--- src/include/ubrg_defines.vh ---
/*
 * constants for the serial port baud rate generator.
 * assumes inclusion by bare name from hdl files; definitions only.
 */
`ifndef UBRG_DEFINES_VH
`define UBRG_DEFINES_VH

`define UBRG_MODE_SYNC_BIT   7
`define UBRG_SRC_EXT_BIT     1
`define UBRG_SRC_DIV8_BIT    0
`define UBRG_PRESCALE        8
`define UBRG_OVERSAMPLE      16
`define UBRG_PRESCALE_LAST   3'h7
`define UBRG_OVERSAMPLE_LAST 4'hF
`define UBRG_DIVISOR_RESET   16'h0000
`define UBRG_MCLK_PERIOD_NS  25

`endif

--- src/hdl/ubrg_divider.v ---
/*
 * reloading down-counter that emits one enable pulse per period.
 * assumes i_tick is a one-cycle enable on the same clock.
 */
`timescale 1ns/100ps
`default_nettype none
module ubrg_divider #(
    parameter WIDTH = 16
) (
    input  wire             i_mclk,    // master clock
    input  wire             i_reset,   // synchronous reset
    input  wire             i_tick,    // input enable
    input  wire [WIDTH-1:0] i_divisor, // division ratio
    output reg              o_pulse    // one pulse per period
);
    reg [WIDTH-1:0] count_reg;

    // --------------------------------------------------------
    // down-counter
    // --------------------------------------------------------
    always @(posedge i_mclk) begin
        if (i_reset) begin
            count_reg <= {WIDTH{1'b0}};
            o_pulse   <= 1'b0;
        end else if (i_divisor == {WIDTH{1'b0}}) begin
            count_reg <= {WIDTH{1'b0}};
            o_pulse   <= 1'b0;
        end else if (i_tick) begin
            if (count_reg <= {{(WIDTH-1){1'b0}}, 1'b1}) begin
                count_reg <= i_divisor;
                o_pulse   <= 1'b1;
            end else begin
                count_reg <= count_reg - {{(WIDTH-1){1'b0}}, 1'b1};
                o_pulse   <= 1'b0;
            end
        end else begin
            o_pulse <= 1'b0;
        end
    end
endmodule
`default_nettype wire

--- src/hdl/ubrg_top.v ---
/*
 * baud rate generator with pin direction control for one channel.
 * assumes the serial clock pin meets the external clock limits and that
 * software routes pins through the parallel io controller first.
 */
`include "ubrg_defines.vh"
`timescale 1ns/100ps
`default_nettype none
module ubrg_top #(
    parameter DIV_WIDTH = 16
) (
    input  wire                 i_mclk,                // master clock
    input  wire                 i_reset,               // sync reset, high
    input  wire [7:0]           i_channel_mode,        // mode register image
    input  wire [1:0]           i_clock_source_select, // clock source field
    input  wire                 i_clock_output_enable, // drive clock pin
    input  wire [DIV_WIDTH-1:0] i_clock_divisor,       // divisor register
    input  wire                 i_sck_in,              // serial clock pin in
    input  wire                 i_rx_bit_clk_pin,      // receive data pin
    input  wire                 i_tx_data,             // transmit data
    output reg                  o_sck_out,             // serial clock pin out
    output reg                  o_sck_oe,              // clock pin drive en
    output wire                 o_sck_pio_free,        // pin free for pio
    output reg                  o_tx_pin,              // transmit data pin
    output wire                 o_tx_oe,               // transmit pin enable
    output reg                  o_rx_data,             // synced receive data
    output wire                 o_rx_bit_en,           // receiver bit enable
    output wire                 o_tx_bit_en,           // transmitter bit enable
    output wire                 o_sample_en            // async 16x enable
);
    // ------------------------------------------------------------
    // synchronisers
    // ------------------------------------------------------------
    reg sck_meta_reg;
    reg sck_sync_reg;
    reg sck_last_reg;
    reg rx_meta_reg;
    reg div8_tick_reg;
    reg [2:0] pre_reg;

    always @(posedge i_mclk) begin
        if (i_reset) begin
            sck_meta_reg <= 1'b0;
            sck_sync_reg <= 1'b0;
            sck_last_reg <= 1'b0;
            rx_meta_reg  <= 1'b1;
            o_rx_data    <= 1'b1;
            o_tx_pin     <= 1'b1;
        end else begin
            sck_meta_reg <= i_sck_in;
            sck_sync_reg <= sck_meta_reg;
            sck_last_reg <= sck_sync_reg;
            rx_meta_reg  <= i_rx_bit_clk_pin;
            o_rx_data    <= rx_meta_reg;
            o_tx_pin     <= i_tx_data;
        end
    end

    // ------------------------------------------------------------
    // source selection
    // ------------------------------------------------------------
    wire sync_mode = i_channel_mode[`UBRG_MODE_SYNC_BIT];
    wire ext_src   = i_clock_source_select[`UBRG_SRC_EXT_BIT];
    wire div8_sel  = i_clock_source_select[`UBRG_SRC_DIV8_BIT];
    wire ext_rise  = sck_sync_reg & ~sck_last_reg;

    always @(posedge i_mclk) begin
        if (i_reset) begin
            pre_reg       <= 3'h0;
            div8_tick_reg <= 1'b0;
        end else begin
            pre_reg       <= pre_reg + 3'h1;
            div8_tick_reg <= (pre_reg == `UBRG_PRESCALE_LAST);
        end
    end

    wire src_tick = ext_src ? ext_rise : (div8_sel ? div8_tick_reg : 1'b1);

    // ------------------------------------------------------------
    // dividers
    // ------------------------------------------------------------
    wire cd_pulse;
    wire [DIV_WIDTH-1:0] cd_divisor = (sync_mode && ext_src) ? {DIV_WIDTH{1'b0}} : i_clock_divisor;

    ubrg_divider #(.WIDTH(DIV_WIDTH)) u_cd (
        .i_mclk    (i_mclk),
        .i_reset   (i_reset),
        .i_tick    (src_tick),
        .i_divisor (cd_divisor),
        .o_pulse   (cd_pulse)
    );

    reg [3:0] os_reg;
    reg       async_bit_reg;
    always @(posedge i_mclk) begin
        if (i_reset || sync_mode) begin
            os_reg        <= 4'h0;
            async_bit_reg <= 1'b0;
        end else if (cd_pulse) begin
            os_reg        <= os_reg + 4'h1;
            async_bit_reg <= (os_reg == `UBRG_OVERSAMPLE_LAST);
        end else begin
            async_bit_reg <= 1'b0;
        end
    end

    wire bit_en = sync_mode ? (ext_src ? ext_rise : cd_pulse) : async_bit_reg;
    assign o_rx_bit_en = bit_en;
    assign o_tx_bit_en = bit_en;
    assign o_sample_en = ~sync_mode & cd_pulse;

    // ------------------------------------------------------------
    // pin direction
    // ------------------------------------------------------------
    always @(posedge i_mclk) begin
        if (i_reset) begin
            o_sck_oe  <= 1'b0;
            o_sck_out <= 1'b0;
        end else begin
            o_sck_oe <= ~ext_src & i_clock_output_enable;
            if (cd_pulse)
                o_sck_out <= ~o_sck_out;
        end
    end
    assign o_sck_pio_free = ~ext_src & ~i_clock_output_enable;
    assign o_tx_oe        = 1'b1;
endmodule
`default_nettype wire

--- config.mk ---
export PLATFORM = sky130hd
export DESIGN_NAME = ubrg_top
export DESIGN_NICKNAME = d
export VERILOG_FILES = /design/src/hdl/ubrg_divider.v /design/src/hdl/ubrg_top.v
export VERILOG_INCLUDE_DIRS = /design/src /design/src/include
export SDC_FILE = /design/constraint.sdc
export NUM_CORES = 1
export LEC_CHECK = 0
export ABC_AREA = 1
export BUFFER_PORTS_ARGS = -buffer_cell sky130_fd_sc_hd__buf_2
export CAP_MARGIN = 20
export CORE_ASPECT_RATIO = 1.25
export CORE_MARGIN = 5
export CORE_UTILIZATION = 55
export DETAILED_ROUTE_END_ITERATION = 6
export HOLD_SLACK_MARGIN = 0.02
export PLACE_DENSITY = 0.77
export SLEW_MARGIN = 25
export SYNTH_ARGS = -nofsm -noshare
export SYNTH_HDL_FRONTEND = slang
export SYNTH_HIERARCHICAL = 1
export SYNTH_SLANG_ARGS = --single-unit
--- constraint.sdc ---
create_clock -name i_mclk -period 2.1 [get_ports i_mclk]
set_clock_uncertainty 0.1 [all_clocks]
set_input_delay 0.525 -clock i_mclk [delete_from_list [all_inputs] [get_ports i_mclk]]
set_output_delay 0.525 -clock i_mclk [all_outputs]
set_load 0.1 [all_outputs]
# --- Yosys cells after proc, flatten, opt, wreduce, memory -nomap -nowiden ---
# Index checks and enable logic that the tools add are counted.
totals:
  out_inout_bits: 9
  word_cells: 44
  inputBits: 32
  ff_bits: 34
op_classes:
  n_bitwise: 11
  mux: 7
  addsub: 3
  n_lt_le_gt_ge: 1
  n_eq_ne: 2
  reduce_logical: 6
op_table:
  columns: ["cell", "n"]
  rows:
  - ["$mux 16", 2]
  - ["$le 16x1->1 const B", 1]
  - ["$logic_not 16->1", 1]
  - ["$sub 16x1->16 const B", 1]
  - ["$not 1->1", 7]
  - ["$mux 1", 5]
  - ["$add 4x1->4 const B", 1]
  - ["$and 1x1->1", 4]
  - ["$eq 4x4->1 const B", 1]
  - ["$reduce_or 2->1", 2]
  - ["$add 3x1->3 const B", 1]
  - ["$eq 3x3->1 const B", 1]
  - ["$reduce_or 3->1", 1]
  - ["$logic_and 1x1->1", 1]
  - ["$logic_or 1x1->1", 1]

# --- Depth between registers and ports, before layout ---
depth:
  depth_word: 5
  depth_mapped: 12
  ltp_nobuf: 12

# --- By module ---
# The synthesis kept the hierarchy.
by_module_without_submodules:
  columns: ["module", "area_per_inst_um2", "cells_each", "instances", "seq_area_each_um2"]
  rows:
  - ["ubrg_divider", 1366.3, 228, 1, 340.3]
  - ["ubrg_top", 767.0, 111, 1, 340.3]

# --- Worst setup path before layout ---
# No wires, ideal clock.
synth_timing:
  path_kind: "input to output"
  startpoint: "in i_clock_source_select[1]"
  endpoint: "out o_tx_bit_en"
  setup_slack_ns: -1.267
  n_path_buf: 1
  t_required_ns: 1.475
  path_stages: 5
  arrival_time_ns: 2.742
  cell_sequence: "inv_1 -> nor2_1 -> nand2_1 -> a21oi_1 -> buf_4"
synth_between:
  elab_chain_cells: 2
synth_lines:
  columns: ["element", "line_no", "text"]
  rows:
  - ["from (decl)", "ubrg_top.v:15", "input wire [1:0] i_clock_source_select,"]
  - ["$mux 1 (2 in a row)", "ubrg_top.v:107", "wire bit_en = sync_mode ? (ext_src ? ext_rise : cd_pulse) : async_bit_reg;"]
  - ["to (decl)", "ubrg_top.v:28", "output wire o_tx_bit_en,"]
# Every way passes these cells.

# --- Worst setup path after layout ---
layout_timing:
  startpoint: "in i_channel_mode[7]"
  endpoint: "out o_rx_bit_en"
layout_between:
  elab_chain_cells: 1
layout_lines:
  columns: ["element", "line_no", "text"]
  rows:
  - ["from (decl)", "ubrg_top.v:14", "input wire [7:0] i_channel_mode,"]
  - ["$mux 1", "ubrg_top.v:107", null]
  - ["to (decl)", "ubrg_top.v:27", "output wire o_rx_bit_en,"]
# Every way passes these cells.

==> report_table.html <==
<table>
<tr><th>Metric</th><th>Value</th></tr>
<tr><th colspan="2">Yosys</th></tr>
<tr><td>Most frequently used flop master after synthesis</td><td>sky130_fd_sc_hd__dfxtp_1</td></tr>
<tr><td>Syn_area_per_cell</td><td>6.29 um2</td></tr>
<tr><td>Number of warning messages in the yosys log</td><td>6</td></tr>
<tr><td>Syn_nets</td><td>376</td></tr>
<tr><td>Adder-cell share of the synthesized area</td><td>2.93%</td></tr>
<tr><td>Synthesized-area fraction occupied by xor and xnor cells</td><td>0.411%</td></tr>
<tr><td>Syn Std Cell Area</td><td>2130 um2</td></tr>
<tr><td>Number of enable-type register cells in the synthesized netlist</td><td>0</td></tr>
<tr><td>Share of synthesized area occupied by flip-flops and latches</td><td>31.9%</td></tr>
<tr><td>Share of synthesized registers carrying an async set or reset</td><td>0%</td></tr>
<tr><td>Count of cell types in the netlist</td><td>33</td></tr>
<tr><td>Compound-Gate Fraction of Synth Area</td><td>7.98%</td></tr>
<tr><td>Main combinational cell family by area after synthesis</td><td>simple AND/OR/NAND/NOR gates</td></tr>
<tr><td>Mux share of post-synthesis cell area</td><td>0%</td></tr>
<tr><td>Synthesized instance count</td><td>339</td></tr>
<tr><td>Flop and latch count out of synthesis</td><td>34</td></tr>
<tr><td>Share of synthesized cell area in and, or, nand and nor gates</td><td>41.9%</td></tr>
<tr><th colspan="2">Clocking</th></tr>
<tr><td>Number of setup buffers added after CTS</td><td>0</td></tr>
<tr><td>Worst-skew pair later-pin latency</td><td>0.30 ns</td></tr>
<tr><td>CTS tree</td><td>built</td></tr>
<tr><td>Hold-fix buffers, CTS</td><td>0</td></tr>
<tr><td>CTS sink cnt</td><td>34</td></tr>
<tr><td>Post-cts repair resize count</td><td>0</td></tr>
<tr><td>Cell at the root of the clock tree</td><td>sky130_fd_sc_hd__clkbuf_8</td></tr>
<tr><td>H-tree depth</td><td>2</td></tr>
<tr><td>CTS clock-pin slew for the worst setup and hold paths</td><td>0.06 ns</td></tr>
<tr><td>Maximum buffer depth of the clock tree</td><td>2</td></tr>
<tr><td>Number of CTS-inserted buffers</td><td>5</td></tr>
<tr><th colspan="2">Placement</th></tr>
<tr><td>Number of input and output port buffers inserted</td><td>32</td></tr>
<tr><td>Placement-stage cell area</td><td>2380 um2</td></tr>
<tr><td>Detail Placement HPWL</td><td>3.53 mm</td></tr>
<tr><td>Post-placement setup slack</td><td>0.0487 ns</td></tr>
<tr><td>Gp weighted congestion</td><td>0.916</td></tr>
<tr><th colspan="2">STA</th></tr>
<tr><td>Number of failing hold endpoints at the final stage</td><td>0</td></tr>
<tr><td>Number of setup violations in the final report</td><td>0</td></tr>
<tr><td>Final worst setup slack</td><td>0.104 ns</td></tr>
<tr><td>Min Clock Period, post-route</td><td>2.00 ns</td></tr>
<tr><td>Share of the clock period used by the worst path after layout</td><td>95.1%</td></tr>
<tr><td>Unrepaired setup endpoints after global routing</td><td>no</td></tr>
<tr><td>Max-slew violation count</td><td>0</td></tr>
<tr><td>Max Clock Freq</td><td>501 MHz</td></tr>
<tr><th colspan="2">Power</th></tr>
<tr><td>Combinational share of power</td><td>58.6%</td></tr>
<tr><td>Power per cell area</td><td>1460 nW/um2</td></tr>
<tr><td>Internal power component</td><td>1.84 mW</td></tr>
<tr><td>Switch share</td><td>49.5%</td></tr>
<tr><td>Net Switching</td><td>1.80 mW</td></tr>
<tr><td>Sequential fraction of design power</td><td>25.4%</td></tr>
<tr><td>Leakage</td><td>1.28 nW</td></tr>
<tr><td>Max VDD drop</td><td>0.607 mV</td></tr>
<tr><td>Clock share of power</td><td>16.0%</td></tr>
<tr><th colspan="2">Setup path</th></tr>
<tr><td>Setup Crit Path Kind</td><td>input pin to primary output</td></tr>
<tr><td>Critical path endpoint category</td><td>primary output</td></tr>
<tr><td>Slowest stage cell, crit path</td><td>sky130_fd_sc_hd__a21boi_0</td></tr>
<tr><td>Kind of start point of the critical path</td><td>input pin</td></tr>
<tr><td>Delay of the slowest cell on the worst path</td><td>0.32 ns</td></tr>
<tr><td>Critical path data arrival time</td><td>1.37 ns</td></tr>
<tr><td>Worst endpoint required time</td><td>1.47 ns</td></tr>
<tr><td>Worst path cell trace</td><td>buf_2 -&gt; buf_4 -&gt; a21boi_0 -&gt; a21oi_4 -&gt; buf_12</td></tr>
<tr><td>CP max FO</td><td>4</td></tr>
<tr><th colspan="2">Floorplan</th></tr>
<tr><td>Starting density of the core</td><td>56.8%</td></tr>
<tr><td>I/O pin total</td><td>41</td></tr>
<tr><td>Core area</td><td>3750 um2</td></tr>
<tr><td>Number of core rows</td><td>25</td></tr>
<tr><td>Total die area</td><td>5230 um2</td></tr>
<tr><td>DIE HEIGHT</td><td>79.6 um</td></tr>
<tr><td>Floorplan die width</td><td>65.7 um</td></tr>
<tr><th colspan="2">Drt</th></tr>
<tr><td>Iteration-0 DRC count of the detailed router</td><td>65</td></tr>
<tr><td>Count of TritonRoute iterations in the first routing pass</td><td>4</td></tr>
<tr><td>Post-DR vias/cell</td><td>4.95</td></tr>
<tr><td>Drc violations</td><td>0</td></tr>
<tr><td>Remaining antenna violation count</td><td>0</td></tr>
<tr><td>Total number of vias</td><td>2,051</td></tr>
<tr><td>Routed wire length per instance</td><td>11.1 um</td></tr>
<tr><td>Final WL</td><td>4.61 mm</td></tr>
<tr><th colspan="2">Cells and area</th></tr>
<tr><td>Total number of nets in the final design</td><td>410</td></tr>
<tr><td>Number of flip-flops in the largest register</td><td>16</td></tr>
<tr><td>Fraction of final layout cells with drive strength greater than 1</td><td>20.3%</td></tr>
<tr><td>Syn-to-layout area delta</td><td>16.7%</td></tr>
<tr><td>Fill cells</td><td>365</td></tr>
<tr><td>Fraction of the core area covered by cells at the end of the flow</td><td>66.3%</td></tr>
<tr><td>Antenna diodes</td><td>0</td></tr>
<tr><td>Leading cell types in the layout, fill and taps excluded</td><td>sky130_fd_sc_hd__nand2_1, sky130_fd_sc_hd__nor2_1, sky130_fd_sc_hd__inv_1, sky130_fd_sc_hd__dfxtp_1, sky130_fd_sc_hd__buf_2</td></tr>
<tr><td>Post-route design area</td><td>2490 um2</td></tr>
<tr><td>Commonest non-fill, non-tap cell in the layout</td><td>sky130_fd_sc_hd__nand2_1</td></tr>
<tr><th colspan="2">Run status</th></tr>
<tr><td>Outcome</td><td>completed</td></tr>
<tr><th colspan="2">Global routing</th></tr>
<tr><td>Largest net degree at the start of global routing</td><td>26</td></tr>
<tr><td>Initial antenna violation count</td><td>0</td></tr>
<tr><td>Vias in the first global route</td><td>1,859</td></tr>
<tr><td>Leftover overflow at the end of global routing</td><td>0</td></tr>
<tr><td>All-layer global routing usage</td><td>19.0%</td></tr>
<tr><td>Wire length of the first global-routing pass</td><td>7.69 mm</td></tr>
<tr><th colspan="2">Run</th></tr>
<tr><td>Count of max-cap constraint violations</td><td>0</td></tr>
<tr><th colspan="2">Hold path</th></tr>
<tr><td>Path category of the worst min-delay check</td><td>input pin to register</td></tr>
</table>
-- power groups by stage --
stage               clock, mW  sequential, mW  combinational [mW]
finish                  0.584           0.924                2.14
floorplan                   0           0.949                1.84
global route            0.622           0.944                2.40
detailed placement          0           0.937                2.13
global placement            0           0.934                2.09
CTS                     0.594           0.923                2.13
-- layout make-up --
type                            count  area, um2  share of cell area (%)
Clock buffer                        8        110                    4.42
Inverter                           55        206                    8.30
Multi-Input combinational cell    238       1160                    46.5
Sequential cell                    34        681                    27.4
Tap cell                           40       50.0                    2.01
Timing Repair Buffer               39        285                    11.5
-- worst paths after layout --
check                                 startpoint                               to  slack (ns)  depth (start not counted)
setup reg to reg  u_cd/count_reg[0]$_SDFFE_PP0P_  u_cd/count_reg[15]$_SDFFE_PP0P_        0.18                         11
setup / recovery               i_channel_mode[7]                      o_rx_bit_en        0.10                          5
hold reg to reg           rx_meta_reg$_SDFF_PP1_             o_rx_data$_SDFF_PP1_        0.31                          1
hold / removal                  i_rx_bit_clk_pin           rx_meta_reg$_SDFF_PP1_        0.31                          2
-- through the flow --
step | power, mW | instances | TNS (ns) | hold WS, ns
after CTS | 3.65 | 414 | 0 | 0.305
after floorplan | 2.79 | 339 | -0.270 | 0.288
after detailed placement | 3.06 | 406 | 0 | 0.304
after global placement | 3.03 | 406 | 0 | 0.290
after global routing | 3.97 | 414 | 0 | 0.301
final | 3.64 | 414 | 0 | 0.313
-- critical path, delay by kind of cell --
family          cells  cell delay (ns)
compound gates      2             0.45
buf+inv             3             0.41
-- per-layer routing --
| metal | up-vias | track usage, % | wire length (um) |
|---|---|---|---|
| met5 | - | 0 | 0 |
| met4 | 0 | 8.09 | 78 |
| met3 | 9 | 5.35 | 215 |
| met2 | 34 | 35.5 | 2350 |
| met1 | 905 | 19.3 | 1960 |
| li1 | 1103 | - | - |
-- cells in the mapped netlist, types with 2 or more instances --
master | number | area, um2
sky130_fd_sc_hd__nand2_1 | 83 | 312
sky130_fd_sc_hd__nor2_1 | 71 | 267
sky130_fd_sc_hd__inv_1 | 53 | 199
sky130_fd_sc_hd__dfxtp_1 | 34 | 681
sky130_fd_sc_hd__nand3_1 | 21 | 105
sky130_fd_sc_hd__a21oi_1 | 16 | 80.1
sky130_fd_sc_hd__nor2_2 | 6 | 37.5
sky130_fd_sc_hd__o21ai_0 | 6 | 30.0
sky130_fd_sc_hd__buf_6 | 5 | 56.3
sky130_fd_sc_hd__ha_1 | 5 | 62.6
sky130_fd_sc_hd__nand2_2 | 5 | 31.3
sky130_fd_sc_hd__nand4_1 | 4 | 25.0
sky130_fd_sc_hd__buf_4 | 3 | 22.5
sky130_fd_sc_hd__nand3_2 | 3 | 30.0
sky130_fd_sc_hd__a21oi_2 | 2 | 17.5
sky130_fd_sc_hd__buf_2 | 2 | 10.0
sky130_fd_sc_hd__inv_2 | 2 | 7.51
sky130_fd_sc_hd__nor2_4 | 2 | 22.5
sky130_fd_sc_hd__or2_2 | 2 | 12.5
-- cell families after synthesis --
group           after synthesis
compound gates               29
xor+xnor                      1
other cells                   1
simple gates                202
buf+inv                      67
fa+ha+maj                     5
flops                        34
No activity file was read; power rests on OpenSTA's default activity.
